File: src/verilog/mac_pkg.sv
// Constants shared by the active-configuration register slice.
// Assumes a 32-bit APB with byte addresses that fit in 13 bits.
package mac_pkg;

  // ****************************************************************
  // Bus and controller state encodings
  // ****************************************************************
  localparam int          ADDR_W       = 13;
  localparam int          DATA_W       = 32;
  localparam int          STATE_W      = 3;
  localparam logic [2:0]  ST_SETUP     = 3'h0;
  localparam logic [2:0]  ST_SLEEP     = 3'h1;
  localparam logic [2:0]  ST_HALTED    = 3'h2;
  localparam logic [2:0]  ST_READY     = 3'h3;

  // ****************************************************************
  // Register offsets
  // ****************************************************************
  localparam logic [12:0] OFS_PERF_LOW      = 13'h0898;
  localparam logic [12:0] OFS_PERF_SNAP     = 13'h0890;
  localparam logic [12:0] OFS_TEST_SETUP    = 13'h0E00;
  localparam logic [12:0] OFS_TEST_DRIVE    = 13'h0E08;

  // ****************************************************************
  // Resets and fields
  // ****************************************************************
  localparam logic [31:0] RST_PERF_LOW      = 32'h00000000;
  localparam logic [31:0] RST_PERF_SNAP     = 32'h00000000;
  localparam logic [31:0] RST_TEST_SETUP    = 32'h00000000;
  localparam logic [31:0] RST_TEST_DRIVE    = 32'h00000000;
  localparam int          TEST_EN_BIT       = 0;

  // ****************************************************************
  // Active-view registers, in table order
  // ****************************************************************
  localparam int          AV_NUM = 13;
  localparam logic [12:0] AV_OFS [AV_NUM] = '{
    13'h1010, 13'h1014, 13'h101C, 13'h1020, 13'h1028, 13'h102C, 13'h1030,
    13'h1034, 13'h1038, 13'h103C, 13'h1040, 13'h1044, 13'h1048};
  localparam logic [31:0] AV_RST [AV_NUM] = '{
    32'h00030202, 32'h001A3000, 32'h00000000, 32'h00000020, 32'h0F0F0F0F,
    32'h08909FBF, 32'h00000FC8, 32'h00080F03, 32'h76543210, 32'hFEDCBA98,
    32'h00000000, 32'h00000000, 32'h00000001};
  // Bit i set: register i may also load in the halted state.
  localparam logic [12:0] AV_HALT_OK = 13'h1FF8;

endpackage : mac_pkg

File: src/verilog/mac_active_slot.sv
// One read-only active-view word that shadows its programmed value.
// Assumes the parent decides in which controller states loading is allowed.
`timescale 1ns/100ps
`default_nettype none
module mac_active_slot #(
  parameter logic [31:0] RST_VAL = 32'h00000000
) (
  // Clock and reset
  input  wire logic        clk_i,
  input  wire logic        rst_i,
  input  wire logic        ce_i,
  // Load control and data
  input  wire logic        load_ok_i,
  input  wire logic [31:0] prog_i,
  output logic      [31:0] value_o
);

  logic [31:0] value_reg;
  logic [31:0] value_next;

  // The active value follows the programmed one only while allowed.
  always_comb begin
    value_next = value_reg;
    if (load_ok_i) begin
      value_next = prog_i;
    end
  end

  always_ff @(posedge clk_i or posedge rst_i) begin
    if (rst_i) begin
      value_reg <= RST_VAL;
    end else if (ce_i) begin
      value_reg <= value_next;
    end
  end

  assign value_o = value_reg;

endmodule : mac_active_slot
`default_nettype wire

File: src/verilog/mac_perf_counter.sv
// Performance counter low word with a read-only snapshot.
// Assumes event and snapshot strobes are synchronous one-cycle pulses.
`timescale 1ns/100ps
`default_nettype none
module mac_perf_counter
  import mac_pkg::*;
(
  // Clock and reset
  input  wire logic        clk_i,
  input  wire logic        rst_i,
  input  wire logic        ce_i,
  // Software load
  input  wire logic        wr_i,
  input  wire logic [31:0] wdata_i,
  // Events
  input  wire logic        count_i,
  input  wire logic        snap_i,
  // Values
  output logic      [31:0] value_o,
  output logic      [31:0] snap_o
);

  logic [31:0] value_reg;
  logic [31:0] value_next;
  logic [31:0] snap_reg;
  logic [31:0] snap_next;

  // A software write takes priority over a counted event.
  always_comb begin
    value_next = value_reg;
    snap_next  = snap_reg;
    if (wr_i) begin
      value_next = wdata_i;
    end else if (count_i) begin
      value_next = value_reg + 32'h00000001;
    end
    if (snap_i) begin
      snap_next = value_reg;
    end
  end

  always_ff @(posedge clk_i or posedge rst_i) begin
    if (rst_i) begin
      value_reg <= RST_PERF_LOW;
      snap_reg  <= RST_PERF_SNAP;
    end else if (ce_i) begin
      value_reg <= value_next;
      snap_reg  <= snap_next;
    end
  end

  assign value_o = value_reg;
  assign snap_o  = snap_reg;

endmodule : mac_perf_counter
`default_nettype wire

File: src/verilog/mac_regs_top.sv
// APB slave for the counter, integration test and active-view registers.
// Assumes a synchronous controller state input and programmed values
// supplied by the rest of the register bank.
//
// Implementation choice: the APB register port.
`timescale 1ns/100ps
`default_nettype none
// What this block does
// - Perf counter low word is readable and writable in every state.
// - Counter snapshot word is read-only and never changed by software.
// - Test setup enables integration test mode; writable only in setup or sleep.
// - Test mode drives outputs from test drive word; write-only, setup or sleep.
// - Active DRAM address parameters are read-only, load in setup or sleep.
// - Active address decode setting is read-only, load in setup or sleep.
// - Active system address mapping is read-only, load in setup or sleep.
// - Active low-power settings are read-only, load in setup, sleep, halted.
// - Active turnaround settings are read-only, load in setup, sleep, halted.
// - Active row-hit fairness settings read-only, load in setup, sleep, halted.
// - Active QoS class map is read-only, load in setup, sleep, halted.
// - Active escalation settings read-only, load in setup, sleep, halted.
// - Two QoS priority words, ascending reset, load in setup, sleep, halted.
// - Two QoS timeout words, zero reset, load in setup, sleep, halted.
// - Timeout prescaler resets to one, loads in setup, sleep, halted.
module mac_regs_top
  import mac_pkg::*;
(
  // Clock, enable and reset
  input  wire logic        MCLK_I,
  input  wire logic        SYS_RST_I,
  input  wire logic        CE_I,
  // APB slave
  input  wire logic        PSEL_I,
  input  wire logic        PENABLE_I,
  input  wire logic        PWRITE_I,
  input  wire logic [12:0] PADDR_I,
  input  wire logic [31:0] PWDATA_I,
  output logic      [31:0] PRDATA_O,
  output logic             PREADY_O,
  output logic             PSLVERR_O,
  // Controller state and counter events
  input  wire logic [2:0]  CTRL_STATE_I,
  input  wire logic        PERF_EVENT_I,
  input  wire logic        PERF_SNAP_I,
  // Functional outputs and integration test drive
  input  wire logic [31:0] FUNC_OUT_I,
  output logic      [31:0] TEST_OUT_O,
  output logic             TEST_MODE_O,
  // Programmed configuration words
  input  wire logic [31:0] PROG_DRAM_ADDR_I,
  input  wire logic [31:0] PROG_ADDR_DECODE_I,
  input  wire logic [31:0] PROG_SYS_MAP_I,
  input  wire logic [31:0] PROG_SLEEP_I,
  input  wire logic [31:0] PROG_RW_RANK_I,
  input  wire logic [31:0] PROG_ROW_HIT_I,
  input  wire logic [31:0] PROG_QOS_CLASS_I,
  input  wire logic [31:0] PROG_PRIO_RAISE_I,
  input  wire logic [31:0] PROG_QOS_PRIO_LOW_I,
  input  wire logic [31:0] PROG_QOS_PRIO_HIGH_I,
  input  wire logic [31:0] PROG_QOS_TMO_LOW_I,
  input  wire logic [31:0] PROG_QOS_TMO_HIGH_I,
  input  wire logic [31:0] PROG_TMO_PRESCALE_I,
  // Active configuration words to the controller datapath
  output logic      [31:0] ACTIVE_DRAM_ADDR_O,
  output logic      [31:0] ACTIVE_ADDR_DECODE_O,
  output logic      [31:0] ACTIVE_SYS_MAP_O,
  output logic      [31:0] ACTIVE_SLEEP_O,
  output logic      [31:0] ACTIVE_RW_RANK_O,
  output logic      [31:0] ACTIVE_ROW_HIT_O,
  output logic      [31:0] ACTIVE_QOS_CLASS_O,
  output logic      [31:0] ACTIVE_PRIO_RAISE_O,
  output logic      [31:0] ACTIVE_QOS_PRIO_LOW_O,
  output logic      [31:0] ACTIVE_QOS_PRIO_HIGH_O,
  output logic      [31:0] ACTIVE_QOS_TMO_LOW_O,
  output logic      [31:0] ACTIVE_QOS_TMO_HIGH_O,
  output logic      [31:0] ACTIVE_TMO_PRESCALE_O
);

  // ****************************************************************
  // Declarations
  // ****************************************************************
  logic [31:0] prog_word [AV_NUM];
  logic [31:0] av_val    [AV_NUM];
  logic        st_setup_sleep;
  logic        st_halted;
  logic        apb_setup;
  logic        apb_access;
  logic        wr_fire;
  logic        hit_perf;
  logic        hit_snap;
  logic        hit_test_setup;
  logic        hit_test_drive;
  logic        hit_av;
  logic [3:0]  av_idx;
  logic        addr_ok;
  logic        test_wr_ok;
  logic [31:0] perf_val;
  logic [31:0] perf_snap;
  logic [31:0] test_setup_reg;
  logic [31:0] test_setup_next;
  logic [31:0] test_drive_reg;
  logic [31:0] test_drive_next;
  logic [31:0] test_out_reg;
  logic [31:0] test_out_next;
  logic [31:0] prdata_reg;
  logic [31:0] prdata_next;

  // ****************************************************************
  // Controller state qualifiers
  // ****************************************************************
  assign st_setup_sleep = (CTRL_STATE_I == ST_SETUP) || (CTRL_STATE_I == ST_SLEEP);
  assign st_halted      = (CTRL_STATE_I == ST_HALTED);
  assign test_wr_ok     = st_setup_sleep;

  // ****************************************************************
  // APB phases
  // ****************************************************************
  // A clock-enable low stalls the access phase; a read set up while it is low returns the old read data.
  assign PREADY_O   = CE_I;
  assign apb_setup  = PSEL_I && !PENABLE_I;
  assign apb_access = PSEL_I && PENABLE_I;
  assign wr_fire    = apb_access && PWRITE_I && PREADY_O;

  // ****************************************************************
  // Address decode
  // ****************************************************************
  always_comb begin
    hit_perf       = 1'b0;
    hit_snap       = 1'b0;
    hit_test_setup = 1'b0;
    hit_test_drive = 1'b0;
    hit_av         = 1'b0;
    av_idx         = 4'h0;
    if (PADDR_I == OFS_PERF_LOW) begin
      hit_perf = 1'b1;
    end else if (PADDR_I == OFS_PERF_SNAP) begin
      hit_snap = 1'b1;
    end else if (PADDR_I == OFS_TEST_SETUP) begin
      hit_test_setup = 1'b1;
    end else if (PADDR_I == OFS_TEST_DRIVE) begin
      hit_test_drive = 1'b1;
    end else begin
      for (int i = 0; i < AV_NUM; i++) begin
        if (PADDR_I == AV_OFS[i]) begin
          hit_av = 1'b1;
          av_idx = 4'(i);
        end
      end
    end
  end

  assign addr_ok = hit_perf || hit_snap || hit_test_setup || hit_test_drive || hit_av;

  // Unmapped addresses answer with an error; read-only words never do.
  assign PSLVERR_O = apb_access && !addr_ok;

  // ****************************************************************
  // Performance counter
  // ****************************************************************
  mac_perf_counter u_perf (
    .clk_i   (MCLK_I),
    .rst_i   (SYS_RST_I),
    .ce_i    (CE_I),
    .wr_i    (wr_fire && hit_perf),
    .wdata_i (PWDATA_I),
    .count_i (PERF_EVENT_I),
    .snap_i  (PERF_SNAP_I),
    .value_o (perf_val),
    .snap_o  (perf_snap)
  );

  // ****************************************************************
  // Integration test registers
  // ****************************************************************
  always_comb begin
    test_setup_next = test_setup_reg;
    test_drive_next = test_drive_reg;
    if (wr_fire && hit_test_setup && test_wr_ok) begin
      test_setup_next = PWDATA_I;
    end
    if (wr_fire && hit_test_drive && test_wr_ok) begin
      test_drive_next = PWDATA_I;
    end
    test_out_next = FUNC_OUT_I;
    if (test_setup_reg[TEST_EN_BIT]) begin
      test_out_next = test_drive_reg;
    end
  end

  always_ff @(posedge MCLK_I or posedge SYS_RST_I) begin
    if (SYS_RST_I) begin
      test_setup_reg <= RST_TEST_SETUP;
      test_drive_reg <= RST_TEST_DRIVE;
      test_out_reg   <= 32'h00000000;
    end else if (CE_I) begin
      test_setup_reg <= test_setup_next;
      test_drive_reg <= test_drive_next;
      test_out_reg   <= test_out_next;
    end
  end

  assign TEST_OUT_O  = test_out_reg;
  assign TEST_MODE_O = test_setup_reg[TEST_EN_BIT];

  // ****************************************************************
  // Active-view registers
  // ****************************************************************
  assign prog_word[0]  = PROG_DRAM_ADDR_I;
  assign prog_word[1]  = PROG_ADDR_DECODE_I;
  assign prog_word[2]  = PROG_SYS_MAP_I;
  assign prog_word[3]  = PROG_SLEEP_I;
  assign prog_word[4]  = PROG_RW_RANK_I;
  assign prog_word[5]  = PROG_ROW_HIT_I;
  assign prog_word[6]  = PROG_QOS_CLASS_I;
  assign prog_word[7]  = PROG_PRIO_RAISE_I;
  assign prog_word[8]  = PROG_QOS_PRIO_LOW_I;
  assign prog_word[9]  = PROG_QOS_PRIO_HIGH_I;
  assign prog_word[10] = PROG_QOS_TMO_LOW_I;
  assign prog_word[11] = PROG_QOS_TMO_HIGH_I;
  assign prog_word[12] = PROG_TMO_PRESCALE_I;

  // Software has no write path into these words at all.
  for (genvar g = 0; g < AV_NUM; g++) begin : g_av
    mac_active_slot #(
      .RST_VAL (AV_RST[g])
    ) u_slot (
      .clk_i     (MCLK_I),
      .rst_i     (SYS_RST_I),
      .ce_i      (CE_I),
      .load_ok_i (st_setup_sleep || (st_halted && AV_HALT_OK[g])),
      .prog_i    (prog_word[g]),
      .value_o   (av_val[g])
    );
  end

  // The decode order fields are used as given; distinct values are assumed.
  assign ACTIVE_DRAM_ADDR_O     = av_val[0];
  assign ACTIVE_ADDR_DECODE_O   = av_val[1];
  assign ACTIVE_SYS_MAP_O       = av_val[2];
  assign ACTIVE_SLEEP_O         = av_val[3];
  assign ACTIVE_RW_RANK_O       = av_val[4];
  assign ACTIVE_ROW_HIT_O       = av_val[5];
  assign ACTIVE_QOS_CLASS_O     = av_val[6];
  assign ACTIVE_PRIO_RAISE_O    = av_val[7];
  assign ACTIVE_QOS_PRIO_LOW_O  = av_val[8];
  assign ACTIVE_QOS_PRIO_HIGH_O = av_val[9];
  assign ACTIVE_QOS_TMO_LOW_O   = av_val[10];
  assign ACTIVE_QOS_TMO_HIGH_O  = av_val[11];
  assign ACTIVE_TMO_PRESCALE_O  = av_val[12];

  // ****************************************************************
  // Read data
  // ****************************************************************
  // Read data is captured in the setup cycle and held for the access.
  always_comb begin
    prdata_next = prdata_reg;
    if (apb_setup && !PWRITE_I) begin
      prdata_next = 32'h00000000;
      if (hit_perf) begin
        prdata_next = perf_val;
      end else if (hit_snap) begin
        prdata_next = perf_snap;
      end else if (hit_test_setup) begin
        prdata_next = test_setup_reg;
      end else if (hit_test_drive) begin
        prdata_next = 32'h00000000;
      end else if (hit_av) begin
        prdata_next = av_val[av_idx];
      end
    end
  end

  always_ff @(posedge MCLK_I or posedge SYS_RST_I) begin
    if (SYS_RST_I) begin
      prdata_reg <= 32'h00000000;
    end else if (CE_I) begin
      prdata_reg <= prdata_next;
    end
  end

  assign PRDATA_O = prdata_reg;

endmodule : mac_regs_top
`default_nettype wire
File: config.mk
export PLATFORM = sky130hd
export DESIGN_NAME = mac_regs_top
export DESIGN_NICKNAME = d
export VERILOG_FILES = /design/src/verilog/mac_pkg.sv /design/src/verilog/mac_active_slot.sv /design/src/verilog/mac_perf_counter.sv /design/src/verilog/mac_regs_top.sv
export SDC_FILE = /design/constraint.sdc
export NUM_CORES = 1
export LEC_CHECK = 0
export ABC_AREA = 0
export BUFFER_PORTS_ARGS = -buffer_cell sky130_fd_sc_hd__buf_4
export CORE_AREA = 2 2 380 382
export DETAILED_ROUTE_END_ITERATION = 7
export DIE_AREA = 0 0 382 384
export PLACE_DENSITY = 0.46
export SLEW_MARGIN = 5
export SYNTH_ARGS = -nofsm -noshare
export SYNTH_HDL_FRONTEND = slang
export SYNTH_HIERARCHICAL = 1
export SYNTH_SLANG_ARGS = --single-unit
export TNS_END_PERCENT = 30
File: constraint.sdc
create_clock -name MCLK_I -period 5.5 [get_ports MCLK_I]
set_input_delay 0.55 -clock MCLK_I [delete_from_list [all_inputs] [get_ports MCLK_I]]
set_output_delay 0.55 -clock MCLK_I [all_outputs]
set_load 0.01 [all_outputs]
==> results of run 1 <==
-- per-stage QoR --
stage	power, mW	utilization (%)	hold WS, ps	setup WS, ps	std cells
floorplan	7.422	-	450.7	1537	2397
global placement	10.02	27.83	469.9	1286	5166
detailed placement	10.02	27.83	477.3	1237	5166
CTS	15.93	29.85	15.10	2003	5316
global route	16.31	29.87	45.33	1838	5322
finish	15.71	29.87	78.04	1965	5327
-- cell type report --
| type | instances | area (sq um) |
|---|---|---|
| Timing Repair Buffer | 1035 | 7772 |
| Antenna cell | 11 | 27.53 |
| Clock buffer | 112 | 2303 |
| Tap cell | 1903 | 2381 |
| Fill cell | 14813 | 100100 |
| Inverter | 19 | 77.57 |
| Clock inverter | 37 | 583.1 |
| Multi-Input combinational cell | 1602 | 14180 |
| Sequential cell | 608 | 15330 |
-- per-layer routing --
metal | share of wire [%] | wire length, microns | vias to the layer above | GRT usage (%)
li1 | - | - | 10685 | -
met1 | 38 | 69330 | 12553 | 27.28
met2 | 51 | 92840 | 1039 | 42.93
met3 | 8.0 | 14420 | 188 | 7.416
met4 | 2.4 | 4311 | 2 | 6.503
met5 | 0.0044 | 8 | - | 0
-- placed cells by master, fill, tap and decap left out, types with 5 or more instances in the layout --
cell type,n
inv_2,6
clkinv_2,15
mux2_2,121
o21bai_1,26
mux2i_1,139
dfstp_2,89
clkbuf_16,81
mux2_4,390
bufinv_16,11
a31oi_1,39
a22oi_1,29
o21ai_1,12
inv_1,9
a222oi_1,5
buf_4,1034
clkbuf_8,16
o21ai_0,80
clkbuf_1,15
nor2_1,60
and2_1,5
a21oi_1,90
a221oi_1,26
or3_1,34
nor2b_1,5
and3_1,48
a311oi_1,10
nand3_1,97
nor2_4,5
a211oi_1,18
dfrtp_1,518
diode_2,11
nand2b_1,5
nor3_1,7
nand2_4,15
nand2_1,209
o22ai_1,34
-- cell families after synthesis --
family,count (synthesis)
compound gates,399
xor+xnor,1
fa+ha+maj,1
buf+inv,187
flops,608
mux,651
simple gates,550
-- worst max-delay path, delay by kind of cell --
kind	cells	cell delay, ps
compound gates	4	1840
simple gates	2	1040
mux	2	420
buf+inv	1	170
-- worst min path at each step --
stage / from / end / slack (ps) / cells after the start
2_1_floorplan: u_perf/snap_o[19]$_DFFE_PP0P_ / u_perf/snap_o[19]$_DFFE_PP0P_ / 450 / 2
3_3_place_gp: u_perf/snap_o[19]$_DFFE_PP0P_ / u_perf/snap_o[19]$_DFFE_PP0P_ / 470 / 2
3_5_place_dp: u_perf/snap_o[19]$_DFFE_PP0P_ / u_perf/snap_o[19]$_DFFE_PP0P_ / 480 / 2
4_1_cts: PROG_TMO_PRESCALE_I[21] / g_av[12].u_slot/value_o[21]$_DFFE_PP0P_ / 20 / 2
5_1_grt: PROG_QOS_CLASS_I[4] / g_av[6].u_slot/value_o[4]$_DFFE_PP0P_ / 50 / 2
6_report: PROG_SYS_MAP_I[19] / g_av[2].u_slot/value_o[19]$_DFFE_PP0P_ / 80 / 2
-- power groups by stage --
stage | combinational [mW] | sequential [mW] | clock (mW)
CTS | 3.76 | 6.21 | 5.97
detailed placement | 3.75 | 6.27 | 0
finish | 3.70 | 6.20 | 5.80
global route | 3.93 | 6.26 | 6.12
global placement | 3.74 | 6.28 | 0
floorplan | 1.39 | 6.03 | 0
==> results.yml, run 1 <==
logic_synthesis:
  async_flop_share_pct: 100.0
  syn_nets: 2902
  yosysSeqAreaShare_pct: 49.54
  synth-adder-area-share_pct: 0.04044
  ys_ff_latch: 608
  synth_top_area_share_pct: 41.98
  synth_warnings: 6
  synth_enable_flop_cells: 0
  syn_avg_cell_area_sq_um: 12.91
  synth_cell_types: 82
  synth_top_family_by_area: "multiplexers"
  synth_compound_area_share_pct: 8.315
  ys_top_cells_by_area: "dfrtp_1 (42%), mux2_4 (19%), dfstp_2 (7.6%)"
  synth.most_common_cell: "dfrtp_1"
  synth-simple-area-share_pct: 9.379
  synth_top_cell_by_area: "dfrtp_1"
  synthTopCellsByCount: "dfrtp_1 (519), mux2_4 (390), nand2_1 (209), mux2i_1 (139), mux2_2 (121)"
  ys.flop_type: "dfrtp_1"
  synth_xor_area_share_pct: 0.02831
  synth_area_sq_um: 30940
  synthCells: 2397
  muxShareOfSynthArea_pct: 27.87
clock_network:
  clock_latency_ps: 690
  cts_resized: 0
  cts_tree: "yes"
  h-tree-depth: 3
  root_buffer: "clkbuf_16"
  cts.sinks: 608
  clk_pin_slew_worst_paths_ps: 60
  cts_hold_buf: 1
  postCtsSetupRepairBufs: 0
  cts.path.max_buffers: 3
  numCtsBuffers: 81
run:
  drv_cap: 0
layout:
  syn_to_final_growth_pct: 37.88
  final_area_sq_um: 42660
  drive_gt1_share_pct: 53.85
  layout.nets: 3852
  largest_reg_flops: 416
worst_hold_path:
  min_path_type: "in2reg"
die:
  io-pin-count: 987
  dieArea_sq_um: 146700
  die_h_microns: 384
  rows: 139
  start_util_pct: 21.67
  core_sq_um: 142800
  die_w_microns: 382
timing:
  fmax_mhz: 282.9
  finalMaxSlewViolations: 0
  layout_worst_path_cycle_share_pct: 64.28
  setup_violations: 0
  final.setup.tns_ps: 0
  finalHoldViolCount: 0
  tightest_slew_ps: 1448
  clock_skew_ps: 32.82
  fin_crit_ps: 3535
  relSlewSlack_pct: 3.475
  rsz0062_at_grt: "no"
global_route:
  grt_max_degree: 78
  grtUsageTotal_pct: 23.93
  grt_pass1_vias: 25506
  antenna_found_initial: 30
  grt_pass1_wl_microns: 236800
  gr-total-overflow: 0
setup_path:
  crit_start: "PADDR_I[5]"
  crit_path_end_kind: "flop"
  cp.arrival_ps: 4050
  critPathMaxFanout: 39
  r2r_slack_ps: 3110
  worstPathCellList: "buf_4, nor3b_2, a31oi_1, o2bb2ai_4, and2_4, mux2i_1, mux2i_1, a211oi_1, o21ai_1"
  startpoint_type: "input port"
  r2r-end: "PRDATA_O[18]$_DFFE_PP0P_"
  r2r-start: "PRDATA_O[18]$_DFFE_PP0P_"
  worstSetupEndpoint: "PRDATA_O[24]$_DFFE_PP0P_"
  cpPeakStageDelay_ps: 1060
  crit_path_frequent_cell: "mux2i_1"
  worstPathRequired_ps: 6020
  cpMaxStageDelayCell: "a211oi_1"
  critPathKind: "in2reg"
  r2r_cells: 3
routing:
  via_count: 24467
  remaining_drc_errors: 0
  routed_via_density: 4.593
  drt_iter0_drc: 1515
  wl_per_cell_microns: 33.96
  finalWirelength_microns: 180900
  ant_nets: 0
  drtPass1Iterations: 6
placed_design:
  io_buffers: 986
  gp_congestion: 0.8696
  dpl-instance-area_sq_um: 39730
  dp_hpwl_microns: 145900
pwr:
  swShare_pct: 32.21
  seqPwrFrac_pct: 39.5
  pwr-share-clk_pct: 37.0
  powerDensity_nw_per_um2: 368.2
  p_comb_share_pct: 23.6
  intPower_mw: 10.65
  p_leak_nw: 20.44
  peakVddDrop_mv: 0.2408
  switchingPower_mw: 5.059
outcome:
  status: "complete, no violations"
Power figures use the tool's default switching activity.
==> run 2, diff against run 1 <==
- PLACE_DENSITY: 0.46 -> 0.47
- clock period: 5.5 -> 3.2 ns (I/O delays scaled with it)
==> run 2 against run 1 <==
Cell count grew 10%. Routed wire length up 0.61%. Worst hold slack worse by 13 ps. Critical endpoint is now PRDATA_O[9]$_DFFE_PP0P_. Highest routed layer unchanged.
==> results.yml, run 2 (synthesized netlist as in run 1, its figures left out) <==
outcome:
  status: "complete, no violations"
setup_path:
  cpPeakStageDelay_ps: 700
  critPathMaxFanout: 14
  crit_family: "simple AND/OR/NAND/NOR gates"
  crit_start: "PADDR_I[9]"
  r2r-start: "u_perf/value_o[0]$_DFFE_PP0P_"
  critical_path_buf_inv_count: 2
  cp.arrival_ps: 3280
  critPathKind: "in2reg"
  cpMaxStageDelayCell: "or3_2"
  worstPathRequired_ps: 3790
  startpoint_type: "input port"
  crit_path_end_kind: "flop"
  crit_path_frequent_cell: "buf_4"
  worstPathCellList: "buf_4, nor4_4, and2_4, nand2_2, or3_2, buf_4, mux2i_1, a22oi_1, nand3_1, o22ai_1"
pwr:
  peakVddDrop_mv: 0.3569
  powerDensity_nw_per_um2: 563.7
  p_leak_nw: 22.73
global_route:
  gr-total-overflow: 0
  antenna_found_initial: 30
  grt_max_degree: 66
  grt_pass1_wl_microns: 242600
  grtUsageTotal_pct: 24.06
  grt_pass1_vias: 27927
routing:
  drt_iter0_drc: 1497
  ant_nets: 0
  routed_via_density: 4.521
  finalWirelength_microns: 182000
  drtPass1Iterations: 5
  via_count: 26529
  remaining_drc_errors: 0
  wl_per_cell_microns: 31.02
placed_design:
  io_buffers: 986
  placedCellCount: 5231
  dp_hpwl_microns: 146700
  post-place-ws_ps: -117.6
  gp_congestion: 0.8973
die:
  die_w_microns: 382
  die_h_microns: 384
  core_sq_um: 142800
  io-pin-count: 987
  start_util_pct: 21.67
  rows: 139
  dieArea_sq_um: 146700
worst_hold_path:
  min_path_type: "in2reg"
  hp-start: "PERF_EVENT_I"
timing:
  rsz0062_at_grt: "no"
  final.setup.tns_ps: 0
  finalMaxSlewViolations: 0
  fin_ws_ps: 507.8
  fmax_mhz: 371.4
  setup_violations: 0
  fin_crit_ps: 2692
  clock_skew_ps: 21.34
  relSlewSlack_pct: 18.43
  layout_worst_path_cycle_share_pct: 84.13
  finalHoldViolCount: 0
  tightest_slew_ps: 1220
clock_network:
  clock_latency_ps: 680
  cts.sinks: 608
  root_buffer: "clkbuf_16"
  cts.path.max_buffers: 3
  numCtsBuffers: 80
  h-tree-depth: 3
  clk_pin_slew_worst_paths_ps: 60
  cts_tree: "yes"
  cts_resized: 0
layout:
  syn_to_final_growth_pct: 55.18
  fill_cells: 14477
  drive_gt1_share_pct: 47.73
  final_common_cell: "buf_4"
  layout.nets: 4396
  seq_area_sq_um: 15330
  utilization_pct: 33.62
  largest_reg_flops: 416
  layout_common_cells: "buf_4 (1077), dfrtp_1 (518), dlygate4sd3_1 (481)"
  multi_input_area_sq_um: 14170
  final_cells: 5868
run:
  drv_cap: 0
-- run 2: per-stage QoR --
step / hold WS (ps) / area [sq um] / power, mW
global route: 59.55 / 48000 / 28.12
floorplan: 421.4 / 30940 / 12.76
CTS: 2.987 / 47990 / 27.42
global placement: 465.5 / 40480 / 17.34
finish: 65.39 / 48010 / 27.06
detailed placement: 471.9 / 40480 / 17.34
-- run 2: power by group --
group          internal (mW)  leakage, nW  total, mW  switching, mW
logic                   3.82         14.2       6.96           3.14
registers               8.98         7.24       10.7           1.72
clock network           5.46         1.30       9.40           3.94
-- run 2: path summary, 6_finish.rpt --
check                      slack (ps)                                     end  depth (start not counted)
setup / recovery                  510                 PRDATA_O[9]$_DFFE_PP0P_                         10
hold / removal                     70          u_perf/value_o[30]$_DFFE_PP0P_                          4
setup reg to reg                  940          u_perf/value_o[16]$_DFFE_PP0P_                          6
hold reg to reg                   490           u_perf/snap_o[19]$_DFFE_PP0P_                          2
max in group asynchronous        1730  g_av[6].u_slot/value_o[20]$_DFFE_PP0P_                          4
min in group asynchronous         400            u_perf/snap_o[2]$_DFFE_PP0P_                          3
-- run 2: cell type report --
| class | instances | area share (%) |
|---|---|---|
| Antenna cell | 7 | 0.03649 |
| Clock buffer | 123 | 4.840 |
| Clock inverter | 26 | 0.7741 |
| Inverter | 19 | 0.1564 |
| Multi-Input combinational cell | 1602 | 29.52 |
| Sequential cell | 608 | 31.93 |
| Tap cell | 1903 | 4.960 |
| Timing Repair Buffer | 1580 | 27.79 |
-- run 2: timing repair --
| action | 4_1_cts | 5_1_grt |
|---|---|---|
| hold buffers | 481 | 0 |
| hold endpoints to repair | 616 | 0 |
| buffers inserted | 0 | 0 |
-- run 2: routing by layer --
layer / vias to the layer above / track usage (%) / part of all wire (%)
met3: 231 / 7.064 / 7.2
met2: 1054 / 44.03 / 52
li1: 11765 / - / -
met1: 13477 / 27.19 / 38
met5: - / 0 / 0.0066
met4: 2 / 5.942 / 2.7
-- run 2: worst register-to-register path, cell delays in order, from the launching register on --
cell and delay [ps]:
dfrtp_1 510, ha_1 280, nand3_1 160, nor4_2 650
and3_1 290, nor3_1 50, a311oi_1 230
